`src/nalu_pkg.sv`:
```
package nalu_pkg;

  // register map, nibble wide data
  localparam int NALU_ADDR_W = 8;
  localparam int NALU_DATA_W = 4;
  localparam logic [7:0] NALU_FLAG_MODE_ADDR = 8'h7e;
  localparam logic [7:0] NALU_FLAG_STAT_ADDR = 8'h7f;
  localparam logic [7:0] NALU_LAST_RESULT_ADDR = 8'h7d;

  // field positions inside the two flag nibbles
  localparam int NALU_DECIMAL_BIT = 0;
  localparam int NALU_ZERO_BIT = 0;
  localparam int NALU_CARRY_BIT = 1;
  localparam int NALU_COMPARE_BIT = 2;

  // reset values and decimal correction constants
  localparam logic NALU_FLAG_RST = 1'h0;
  localparam logic [3:0] NALU_NIBBLE_RST = 4'h0;
  localparam logic [3:0] NALU_BCD_LIMIT = 4'h9;
  localparam logic [3:0] NALU_BCD_ADJUST = 4'h6;

  // operation codes seen from the instruction decoder
  typedef enum logic [3:0] {
    op_add = 4'h0,
    add_with_carry_op = 4'h1,
    op_sub = 4'h2,
    subtract_with_borrow_op = 4'h3,
    op_or = 4'h4,
    op_and = 4'h5,
    op_xor = 4'h6,
    skip_if_bits_true_op = 4'h7,
    skip_if_bits_false_op = 4'h8,
    skip_if_equal_op = 4'h9,
    skip_if_unequal_op = 4'ha,
    skip_if_not_below_op = 4'hb,
    skip_if_below_op = 4'hc,
    rotate_right_through_carry_op = 4'hd
  } nalu_op_type;

  // operand form: register with memory, or memory with immediate
  typedef enum logic {
    form_reg_mem = 1'b0,
    form_mem_imm = 1'b1
  } nalu_form_type;

  typedef struct packed {
    nalu_op_type op;
    nalu_form_type form;
    logic [3:0] gen_reg;
    logic [3:0] mem_data;
    logic [3:0] imm;
  } nalu_req_type;

  typedef struct packed {
    logic [3:0] data;
    logic wr_reg;
    logic wr_mem;
    logic skip;
  } nalu_res_type;

  typedef struct packed {
    logic decimal_flag;
    logic compare_hold_flag;
    logic carry_flag;
    logic zero_flag;
  } nalu_flags_type;

endpackage

```
`src/nalu_core.sv`:
```
// How it works
// - add sums register+memory into register, or memory+immediate into memory
// - add with carry adds carry flag too, same destinations as add
// - subtract takes memory from register, or immediate from memory
// - subtract with borrow also subtracts carry flag, same destinations
// - or combines register with memory, or memory with immediate
// - and combines operands bitwise in the same two forms
// - exclusive-or combines operands bitwise in the same two forms
// - bits-true test clears compare flag, skips when all masked bits are one
// - bits-false test clears compare flag, skips when all masked bits are zero
// - equal and unequal tests subtract immediate, skip on zero or nonzero
// - magnitude tests subtract immediate, skip on no borrow or borrow
// - rotate shifts general register right through carry, result to register
// - status flags and flag word at 7eh and 7fh are the same storage
// - binary works on four bits, decimal on one digit via correction stage
// - every operation completes in one request cycle
// - zero flag set on an arithmetic 0000b; with compare flag a zero result holds it
// - compare flag set blocks arithmetic result writes only
// - decimal flag corrects arithmetic only
// - rotate puts old carry into bit 3 and old bit 0 into carry
`timescale 1ns/1ns
`default_nettype none
module nalu_core
#(
  parameter int ADDR_W = nalu_pkg::NALU_ADDR_W,
  parameter int DATA_W = nalu_pkg::NALU_DATA_W
)
(
  input wire logic clk,
  input wire logic sys_rst,
  input wire logic op_valid,
  input wire nalu_pkg::nalu_req_type op_req,
  output nalu_pkg::nalu_res_type res_reg,
  output logic res_valid_reg,
  output nalu_pkg::nalu_flags_type flags_reg,
  input wire logic [ADDR_W-1:0] bus_addr,
  input wire logic [DATA_W-1:0] bus_wdata,
  input wire logic bus_write,
  input wire logic bus_read,
  output logic [DATA_W-1:0] bus_rdata_reg
);

  // true for the four arithmetic operations
  function automatic logic is_arith(input nalu_pkg::nalu_op_type op);
    is_arith = (op == nalu_pkg::op_add) || (op == nalu_pkg::add_with_carry_op) ||
      (op == nalu_pkg::op_sub) || (op == nalu_pkg::subtract_with_borrow_op);
  endfunction

  // true for operations that subtract, comparisons included
  function automatic logic is_subtract(input nalu_pkg::nalu_op_type op);
    is_subtract = (op == nalu_pkg::op_sub) || (op == nalu_pkg::subtract_with_borrow_op) ||
      (op == nalu_pkg::skip_if_equal_op) || (op == nalu_pkg::skip_if_unequal_op) ||
      (op == nalu_pkg::skip_if_not_below_op) || (op == nalu_pkg::skip_if_below_op);
  endfunction

  // true for the four comparison tests
  function automatic logic is_compare(input nalu_pkg::nalu_op_type op);
    is_compare = (op == nalu_pkg::skip_if_equal_op) || (op == nalu_pkg::skip_if_unequal_op) ||
      (op == nalu_pkg::skip_if_not_below_op) || (op == nalu_pkg::skip_if_below_op);
  endfunction

  logic [3:0] opnd_a;
  logic [3:0] opnd_b;
  logic use_carry;
  logic do_sub;
  logic [3:0] bin_sum;
  logic bin_cout;
  logic [3:0] dec_sum;
  logic dec_cout;
  logic [3:0] arith_res;
  logic arith_cout;
  logic [3:0] cmp_diff;
  logic cmp_borrow;
  logic [3:0] logic_res;
  logic [3:0] mask_hits;
  nalu_pkg::nalu_res_type res_next;
  nalu_pkg::nalu_flags_type flags_next;
  nalu_pkg::nalu_flags_type flags_bus;
  logic [3:0] last_result_reg;
  logic [DATA_W-1:0] rdata_next;

  // operand steering: register form keeps the register as minuend;
  // comparisons always weigh memory against immediate, whatever the form
  always_comb
  begin
    if (op_req.form == nalu_pkg::form_reg_mem && !is_compare(op_req.op))
    begin
      opnd_a = op_req.gen_reg;
      opnd_b = op_req.mem_data;
    end
    else
    begin
      opnd_a = op_req.mem_data;
      opnd_b = op_req.imm;
    end
  end

  assign use_carry = (op_req.op == nalu_pkg::add_with_carry_op) ||
    (op_req.op == nalu_pkg::subtract_with_borrow_op);
  assign do_sub = is_subtract(op_req.op);

  nalu_adder u_adder
  (
    .a(opnd_a),
    .b(opnd_b),
    .cin(use_carry & flags_reg.carry_flag),
    .sub(do_sub),
    .sum(bin_sum),
    .cout(bin_cout)
  );

  nalu_bcd_adjust u_bcd
  (
    .bin_sum(bin_sum),
    .bin_cout(bin_cout),
    .sub(do_sub),
    .dec_sum(dec_sum),
    .dec_cout(dec_cout)
  );

  always_comb
  begin
    if (flags_reg.decimal_flag)
    begin
      arith_res = dec_sum;
      arith_cout = dec_cout;
    end
    else
    begin
      arith_res = bin_sum;
      arith_cout = bin_cout;
    end
  end

  // comparisons never see decimal correction; carry-in is forced off for them
  assign cmp_diff = bin_sum;
  assign cmp_borrow = bin_cout;

  always_comb
  begin
    logic_res = opnd_a ^ opnd_b;
    if (op_req.op == nalu_pkg::op_or)
      logic_res = opnd_a | opnd_b;
    else if (op_req.op == nalu_pkg::op_and)
      logic_res = opnd_a & opnd_b;
  end

  // bit tests look at the memory nibble through the immediate mask
  assign mask_hits = op_req.mem_data & op_req.imm;

  // result and write strobes; one request, one answer, no stall
  always_comb
  begin
    res_next = '0;
    unique case (op_req.op)
      nalu_pkg::op_add,
      nalu_pkg::add_with_carry_op,
      nalu_pkg::op_sub,
      nalu_pkg::subtract_with_borrow_op:
      begin
        res_next.data = arith_res;
        res_next.wr_reg = !flags_reg.compare_hold_flag &&
          (op_req.form == nalu_pkg::form_reg_mem);
        res_next.wr_mem = !flags_reg.compare_hold_flag &&
          (op_req.form == nalu_pkg::form_mem_imm);
      end
      nalu_pkg::op_or,
      nalu_pkg::op_and,
      nalu_pkg::op_xor:
      begin
        res_next.data = logic_res;
        res_next.wr_reg = (op_req.form == nalu_pkg::form_reg_mem);
        res_next.wr_mem = (op_req.form == nalu_pkg::form_mem_imm);
      end
      nalu_pkg::skip_if_bits_true_op:
        res_next.skip = (mask_hits == op_req.imm);
      nalu_pkg::skip_if_bits_false_op:
        res_next.skip = (mask_hits == 4'h0);
      nalu_pkg::skip_if_equal_op:
        res_next.skip = (cmp_diff == 4'h0);
      nalu_pkg::skip_if_unequal_op:
        res_next.skip = (cmp_diff != 4'h0);
      nalu_pkg::skip_if_not_below_op:
        res_next.skip = !cmp_borrow;
      nalu_pkg::skip_if_below_op:
        res_next.skip = cmp_borrow;
      nalu_pkg::rotate_right_through_carry_op:
      begin
        res_next.data = {flags_reg.carry_flag, op_req.gen_reg[3:1]};
        res_next.wr_reg = 1'b1;
      end
      default:
      begin
        // unused opcodes answer with no write and no skip
        res_next = '0;
      end
    endcase
  end

  always_comb
  begin
    flags_bus = flags_reg;
    if (bus_write && bus_addr == ADDR_W'(nalu_pkg::NALU_FLAG_MODE_ADDR))
      flags_bus.decimal_flag = bus_wdata[nalu_pkg::NALU_DECIMAL_BIT];
    if (bus_write && bus_addr == ADDR_W'(nalu_pkg::NALU_FLAG_STAT_ADDR))
    begin
      flags_bus.compare_hold_flag = bus_wdata[nalu_pkg::NALU_COMPARE_BIT];
      flags_bus.carry_flag = bus_wdata[nalu_pkg::NALU_CARRY_BIT];
      flags_bus.zero_flag = bus_wdata[nalu_pkg::NALU_ZERO_BIT];
    end
  end

  // an operation's own flag update wins over a word write in the same cycle,
  // so a hardware event is never lost; untouched flags take the write
  always_comb
  begin
    flags_next = flags_bus;
    if (op_valid)
    begin
      if (is_arith(op_req.op))
      begin
        flags_next.carry_flag = arith_cout;
        if (arith_res != 4'h0)
          flags_next.zero_flag = 1'b0;
        else if (!flags_reg.compare_hold_flag)
          flags_next.zero_flag = 1'b1;
        else
          flags_next.zero_flag = flags_reg.zero_flag;
      end
      else if (op_req.op == nalu_pkg::skip_if_bits_true_op ||
        op_req.op == nalu_pkg::skip_if_bits_false_op)
      begin
        flags_next.compare_hold_flag = 1'b0;
      end
      else if (op_req.op == nalu_pkg::rotate_right_through_carry_op)
      begin
        flags_next.carry_flag = op_req.gen_reg[0];
      end
      else if (is_compare(op_req.op))
      begin
        flags_next = flags_bus;
      end
    end
  end

  always_ff @(posedge clk or posedge sys_rst)
  begin
    if (sys_rst)
    begin
      flags_reg.decimal_flag <= nalu_pkg::NALU_FLAG_RST;
      flags_reg.compare_hold_flag <= nalu_pkg::NALU_FLAG_RST;
      flags_reg.carry_flag <= nalu_pkg::NALU_FLAG_RST;
      flags_reg.zero_flag <= nalu_pkg::NALU_FLAG_RST;
    end
    else
      flags_reg <= flags_next;
  end

  always_ff @(posedge clk or posedge sys_rst)
  begin
    if (sys_rst)
    begin
      res_reg <= '0;
      res_valid_reg <= 1'b0;
    end
    else
    begin
      res_valid_reg <= op_valid;
      if (op_valid)
        res_reg <= res_next;
      else
        res_reg <= '0;
    end
  end

  // last value that an operation wrote to register or memory, kept for software to inspect
  always_ff @(posedge clk or posedge sys_rst)
  begin
    if (sys_rst)
      last_result_reg <= nalu_pkg::NALU_NIBBLE_RST;
    else if (op_valid && (res_next.wr_reg || res_next.wr_mem))
      last_result_reg <= res_next.data;
  end

  // read mux; the data register reflects the flags as of the read cycle
  always_comb
  begin
    rdata_next = '0;
    if (bus_addr == ADDR_W'(nalu_pkg::NALU_FLAG_MODE_ADDR))
      rdata_next[nalu_pkg::NALU_DECIMAL_BIT] = flags_reg.decimal_flag;
    else if (bus_addr == ADDR_W'(nalu_pkg::NALU_FLAG_STAT_ADDR))
    begin
      rdata_next[nalu_pkg::NALU_COMPARE_BIT] = flags_reg.compare_hold_flag;
      rdata_next[nalu_pkg::NALU_CARRY_BIT] = flags_reg.carry_flag;
      rdata_next[nalu_pkg::NALU_ZERO_BIT] = flags_reg.zero_flag;
    end
    else if (bus_addr == ADDR_W'(nalu_pkg::NALU_LAST_RESULT_ADDR))
      rdata_next = DATA_W'(last_result_reg);
  end

  // read data stand only in the cycle after the strobe, zero otherwise
  always_ff @(posedge clk or posedge sys_rst)
  begin
    if (sys_rst)
      bus_rdata_reg <= '0;
    else if (bus_read)
      bus_rdata_reg <= rdata_next;
    else
      bus_rdata_reg <= '0;
  end

endmodule
`default_nettype wire

```
`src/nalu_adder.sv`:
```
`timescale 1ns/1ns
`default_nettype none
// four-bit add or subtract with carry/borrow in and out
module nalu_adder
(
  input wire logic [3:0] a,
  input wire logic [3:0] b,
  input wire logic cin,
  input wire logic sub,
  output logic [3:0] sum,
  output logic cout
);

  logic [4:0] wide;

  // borrow shows as bit 4 of the five-bit difference
  always_comb
  begin
    if (sub)
      wide = {1'b0, a} - {1'b0, b} - {4'h0, cin};
    else
      wide = {1'b0, a} + {1'b0, b} + {4'h0, cin};
    sum = wide[3:0];
    cout = wide[4];
  end

endmodule
`default_nettype wire

```
`src/nalu_bcd_adjust.sv`:
```
`timescale 1ns/1ns
`default_nettype none
// decimal correction of one binary digit result
module nalu_bcd_adjust
(
  input wire logic [3:0] bin_sum,
  input wire logic bin_cout,
  input wire logic sub,
  output logic [3:0] dec_sum,
  output logic dec_cout
);

  // addition: ten or more adds six; subtraction: a borrow removes six
  // digits above nine on input are not checked and can give a result of 0ah or more, by design
  always_comb
  begin
    dec_sum = bin_sum;
    dec_cout = bin_cout;
    if (!sub && (bin_cout || bin_sum > nalu_pkg::NALU_BCD_LIMIT))
    begin
      dec_sum = bin_sum + nalu_pkg::NALU_BCD_ADJUST;
      dec_cout = 1'b1;
    end
    else if (sub && bin_cout)
    begin
      dec_sum = bin_sum - nalu_pkg::NALU_BCD_ADJUST;
    end
  end

endmodule
`default_nettype wire

```
`config.mk`:
```
export PLATFORM = sky130hd
export DESIGN_NAME = nalu_core
export DESIGN_NICKNAME = d
export VERILOG_FILES = /design/src/nalu_pkg.sv /design/src/nalu_core.sv /design/src/nalu_adder.sv /design/src/nalu_bcd_adjust.sv
export SDC_FILE = /design/constraint.sdc
export NUM_CORES = 1
export LEC_CHECK = 0
export BUFFER_PORTS_ARGS = -buffer_cell sky130_fd_sc_hd__buf_2
export CORE_MARGIN = 1.5
export CORE_UTILIZATION = 50
export CTS_BUF_LIST = sky130_fd_sc_hd__clkbuf_4
export DETAILED_ROUTE_END_ITERATION = 12
export PLACE_DENSITY_LB_ADDON = 0.1
export SYNTH_ARGS = -nofsm -noshare
export SYNTH_HDL_FRONTEND = slang
export SYNTH_SLANG_ARGS = --single-unit
```
`constraint.sdc`:
```
create_clock -name clk -period 3.3 [get_ports clk]
set_clock_uncertainty 0.05 [all_clocks]
set_input_delay 0.495 -clock clk [delete_from_list [all_inputs] [get_ports clk]]
set_output_delay 0.495 -clock clk [all_outputs]
set_load 0.03 [all_outputs]
```
After elaboration in Yosys (flattened, before gate mapping). Cells that the tools add are included.

Flip-flop bits (word level): 20. Input bits: 34. Output and inout bits: 16. Word-level logic and storage cells: 106.

Add/sub/neg operators: 6. $lt $le $gt $ge: 1. Eq/ne operators: 18. Mux-type cells: 30. Bitwise gates (word level): 6. Reduce and logical (&&, ||, !) cells: 34.

Operator list (number): 2-to-1 mux 4 bit (9); equality test 4 bit, second input constant (6); equality test 8 x 7 -> 1 bit, second input constant (3); equality test 4 x 3 -> 1 bit, second input constant (4); logical OR 1 bit (15); case mux 5 bit (3 select lines) (1); zero test 4 bit (3); 2-to-1 mux 3 bit (4); 2-to-1 mux 1 bit (10); AND 4 bit (2); equality test 4 x 2 -> 1 bit, second input constant (2); logical AND 1 bit (8); nonzero test 4 bit (2); 2-to-1 mux 7 bit (1); case mux 1 bit (6 select lines) (1); adder 4 x 4 -> 5 bit (1); adder 5 x 1 -> 5 bit (1); 2-to-1 mux 5 bit (1); subtractor 4 x 4 -> 5 bit (1); subtractor 5 x 1 -> 5 bit (1); adder 4 x 3 -> 4 bit, second input constant (1); equality test 4 x 1 -> 1 bit, second input constant (1); equality test 4 bit (1); > comparator 4 bit, second input constant (1); other kinds (11) (15).

Logic depth before layout (Yosys ltp).
Word-level depth: 19. Mapped depth: 17. Depth with buffers taken out: 16.

Cells and area by module. Synthesis repeated with hierarchy kept, for this count alone.

Cells, all modules: 232. Area total of the unflattened synthesis: 1980.6 sq um.

Modules (own cells, without submodules): nalu_core (times used 1, cells an instance 170, area an instance 1491.4 sq um); nalu_adder (times used 1, cells an instance 41, area an instance 344.1 sq um); nalu_bcd_adjust (times used 1, cells an instance 21, area an instance 145.1 sq um).

Worst setup path after synthesis. No wires, ideal clock.

Path kind: input to register. Start point: input op_req[15] in the netlist's numbering. End point: register flags_reg[0] in the netlist's numbering. Arrival: 4.181 ns. Setup slack: -1.052 ns. Stages on the path: 15. Path buffers: 1. Path through: or3_4 -> a31oi_4 -> buf_2 -> mux2_2 -> ha_1 -> a21o_1 -> fa_1 -> mux2i_1 -> xnor2_2 -> inv_1 -> ha_1 -> or4_1 -> a32oi_1 -> nor4bb_1 -> a22o_1.

Word-level cells in the longest chain between the ends: 19.

Ends and longest elaborated chain: start, declared (line nalu_core.sv:32) `input wire nalu_pkg::nalu_req_type op_req,`; equality test 4 bit (line nalu_core.sv:52, nalu_core.sv:58); logical OR 1 bit (3 in a row); zero test 1 bit (line nalu_core.sv:86) `if (op_req.form == nalu_pkg::form_reg_mem && !is_compare(op_req.op))`; logical AND 1 bit (line nalu_core.sv:86); 2-to-1 mux 4 bit (line nalu_core.sv:86); adder 4 x 4 -> 5 bit / subtractor 4 x 4 -> 5 bit (equally long branches) (line nalu_adder.sv:22, nalu_adder.sv:20); adder 5 x 1 -> 5 bit / subtractor 5 x 1 -> 5 bit (equally long branches) (line nalu_adder.sv:22, nalu_adder.sv:20); 2-to-1 mux 5 bit (line nalu_adder.sv:19) `if (sub)`; > comparator 4 bit (line nalu_bcd_adjust.sv:19) `if (!sub && (bin_cout || bin_sum > nalu_pkg::NALU_BCD_LIMIT))`; logical OR 1 bit (line nalu_bcd_adjust.sv:19); logical AND 1 bit (line nalu_bcd_adjust.sv:19); 2-to-1 mux 4 bit (line nalu_bcd_adjust.sv:19); 2-to-1 mux 4 bit (line nalu_core.sv:123) `if (flags_reg.decimal_flag)`; nonzero test 4 bit (line nalu_core.sv:223) `if (arith_res != 4'h0)`; 2-to-1 mux 1 bit (line nalu_core.sv:223); 2-to-1 mux 2 bit (line nalu_core.sv:220) `if (is_arith(op_req.op))`; 2-to-1 mux 3 bit (line nalu_core.sv:218) `if (op_valid)`; end signal, assigned (line nalu_core.sv:256) `flags_reg <= flags_next;`; end, declared (line nalu_core.sv:35) `output nalu_pkg::nalu_flags_type flags_reg,`.

Parallel ways exist; a longest one is shown, timed or not. A chain may end at the register's enable or synchronous reset.

Worst setup path in the final report.
Start point: input op_req[13] in the netlist's numbering. End point: register last_result_reg[2].

Word-level cells in the longest chain between the ends: 16.

Ends and longest elaborated chain: equality test 4 bit (line nalu_core.sv:52, nalu_core.sv:58); logical OR 1 bit (3 in a row); zero test 1 bit (line nalu_core.sv:86); logical AND 1 bit (line nalu_core.sv:86); 2-to-1 mux 4 bit (line nalu_core.sv:86); adder 4 x 4 -> 5 bit / subtractor 4 x 4 -> 5 bit (equally long branches) (line nalu_adder.sv:22, nalu_adder.sv:20); adder 5 x 1 -> 5 bit / subtractor 5 x 1 -> 5 bit (equally long branches) (line nalu_adder.sv:22, nalu_adder.sv:20); 2-to-1 mux 5 bit (line nalu_adder.sv:19); > comparator 4 bit (line nalu_bcd_adjust.sv:19); logical OR 1 bit (line nalu_bcd_adjust.sv:19); logical AND 1 bit (line nalu_bcd_adjust.sv:19); 2-to-1 mux 4 bit (line nalu_bcd_adjust.sv:19); 2-to-1 mux 4 bit (line nalu_core.sv:123); case mux 5 bit (3 select lines) (line nalu_core.sv:155) `unique case (op_req.op)`; end signal, assigned (line nalu_core.sv:280) `last_result_reg <= nalu_pkg::NALU_NIBBLE_RST;`; end signal, assigned (line nalu_core.sv:282) `last_result_reg <= res_next.data;`; end, declared (line nalu_core.sv:79) `logic [3:0] last_result_reg;`.

Parallel ways exist; a longest one is shown, timed or not.

==> reports/results.ini <==
[status]
violations = negative setup slack
status = finished, violations left

[timing]
rsz0062_at_grt = yes
fin_tns_setup_ns = -4.14
finalSetupViolations = 8
max-slew-margin-rel_pct = 50.3
hold_ws_ns = 0.243
min_period_over_period_pct = 120
hold_viol = 0
min_period_ns = 3.95
fin_ws_ns = -0.649
max_freq_mhz = 253
worst_slew_pin_slew_ns = 0.741
finalMaxSlewViolations = 0

[drt]
first_pass_iters = 4
wl_per_cell_um = 14.9
detail-route-antenna-nets = 0
viasPerCell = 5.61
drt-total-wl_mm = 5.78
vias = 2177
drt-initial-drc-count = 100
drc = 0

[min_path]
hold_class = input pin to asynchronous set/reset pin

[die]
die_h_um = 67.3
die_x_um = 67.3
design.core.area_um2 = 4000
die_area_um2 = 4530
initial_core_util_pct = 51.7
rows = 23
ios = 50

[synth]
synthesis.nets = 292
ys.flop_type = dfrtp_1
ys_seq_area_share_pct = 24.2
ys_ff_latch = 20
syn_area_per_cell_um2 = 8.59
synth_edf_count = 0
synth_area_um2 = 2070
yosys_warnings = 0
syn_inst = 241
synth_cell_type_count = 59
async_flop_share_pct = 100

[setup_path]
crit_top_cell = ha_4
reg2reg_setup_slack_ns = -0.13
critical_path.cell_chain = buf_6 > or3_4 > a31oi_4 > mux2i_4 > xor2_2 > ha_4 > a21o_1 > fa_2 > mux2i_2 > xnor2_2 > inv_2 > ha_4 > nand2_1 > o22ai_1 > a32oi_2 > a222oi_1 > mux2i_1
setup.worst_path.class = input pin to flip-flop
reg2regPathDepth = 14
critPathArrivalTime_ns = 4.06
crit_slowest_cell = fa_2
end_kind = flip-flop
cp_max_fo = 4
crit_family = compound AO/OA/AOI/OAI gates
worstReg2RegStart = flags_reg[1]
r2r_end = last_result_reg[2]
worstPathRequired_ns = 3.41
cp_num_buf_inv = 2
crit_path_max_incr_delay_ns = 0.42
cp-start-kind = input pin

[cells_and_area]
antenna_cells = 0
fin_util_pct = 74.4
largest_register_ffs = 7
nNetsFinal = 390
areaGrowthSynthToFinish_pct = 43.9
layout_common_cells = buf_4 (49), buf_2 (46), inv_1 (23), dfrtp_1 (20)
layout_commonest_cell = buf_4
drive_gt1_share_pct = 45.6
nFillCells = 312

[global_routing]
gr-total-overflow = 0
antenna_found_initial = 0
grt_pass1_wl_mm = 9.39
grt_pass1_vias = 2091
track_usage_pct = 26.9
grt_max_degree = 21

[clock_network]
cts_buffer_depth = 2
cts_buffers = 3
cts_tree = built
h-tree-depth = 1
clock-sinks = 20
root_buffer = clkbuf_4
clkTransAtPathRegs_ns = 0.11
clk_latency_ns = 0.29
cts_hold_buf = 0

[placement]
gp_congestion = 0.918
hpwlAfterDp_mm = 4.61
place.port_buffers = 48

[pwr]
power_density_nw_per_um2 = 372
power.leakage_uw = 0.00143
ir_worst_vdd_mv = 0.192

[run]
drv_cap = 0

timing repair:
action	in CTS	in global routing
endpoints found under the setup margin	9	9
pin swaps	7	8
hold endpoints to repair	0	0
setup buffers	5	2
resized for setup	28	7
worst max path at each step:
stage / startpoint / endpoint / cells past startpoint
final: op_req[13] / last_result_reg[2] / 17
after global routing: op_req[13] / last_result_reg[2] / 17
after CTS: op_req[13] / last_result_reg[2] / 15
after detailed placement: op_req[13] / last_result_reg[2] / 16
after global placement: op_req[13] / res_reg[6] / 14
after floorplan: op_req[13] / flags_reg[0] / 15
synthesized netlist by cell type (2+ instances only):
master,count,share of area (%)
inv_1,27,4.9
dfrtp_1,20,24
nand2_1,18,3.3
nor2_1,17,3.1
ha_1,14,8.5
mux2i_1,12,5.8
o21ai_0,11,2.7
mux2_2,9,4.9
a21oi_1,8,1.9
nor2b_1,7,2.1
o22ai_1,7,2.1
nand3_1,6,1.5
and3_1,5,1.5
a21o_1,4,1.5
nand2b_1,4,1.2
nor3_1,4,0.97
a22oi_1,3,1.1
buf_2,3,0.73
clkbuf_1,3,0.54
fa_1,3,2.9
nand3b_1,3,1.1
o21a_1,3,1.1
xnor2_1,3,1.3
xor2_1,3,1.3
a222oi_1,2,0.97
a22o_1,2,0.85
a32oi_1,2,0.85
nand4_1,2,0.60
nor4_1,2,0.60
o211ai_1,2,0.73
o21ai_2,2,0.85
o2bb2ai_1,2,0.85
or4_1,2,0.73
report_power, final:
part	internal, uW	switching, uW
sequential	271	15.9
clock	44.0	69.8
combinational	347	359
cell type report:
cell class	count	area (um2)	share of cell area [%]
multi-input cells	186	1620	54.5
repair buffers	101	666	22.4
flip-flops and latches	20	500	16.8
inverters	27	101	3.40
well taps	50	62.6	2.10
clock buffers	3	22.5	0.756
clock inverters	1	3.75	0.126
stage by stage:
step	cell area [um2]	setup WS [ns]	instances	power (uW)
after floorplan	2150	-0.760	241	672
after global placement	2750	-0.888	377	887
after detailed placement	2750	-0.973	377	903
after CTS	2930	-0.611	386	1080
after global routing	2980	-0.765	388	1180
final	2980	-0.649	388	1110
routing by layer:
metal  GRT usage (%)  vias to the layer above  wire (um)
li1                -                     1069          -
met1            33.3                     1041       2470
met2            51.0                       61       3040
met3            1.67                        6        232
met4            5.36                        0         33
met5               0                        -          0
kinds of logic (layout without fill, tap and decap cells):
group                    after synthesis  in the layout  share of synthesized area [%]
AND/OR/NAND/NOR                       78             78                           20.4
AO/OA/AOI/OAI                         63             63                           23.1
buffers and inverters                 35            132                           6.95
multiplexers                          21             21                           10.7
flip-flops                            20             20                           24.2
adder cells (fa/ha/maj)               17             17                           11.4
XOR/XNOR                               7              7                           3.33
Power figures use the tool's default switching activity.
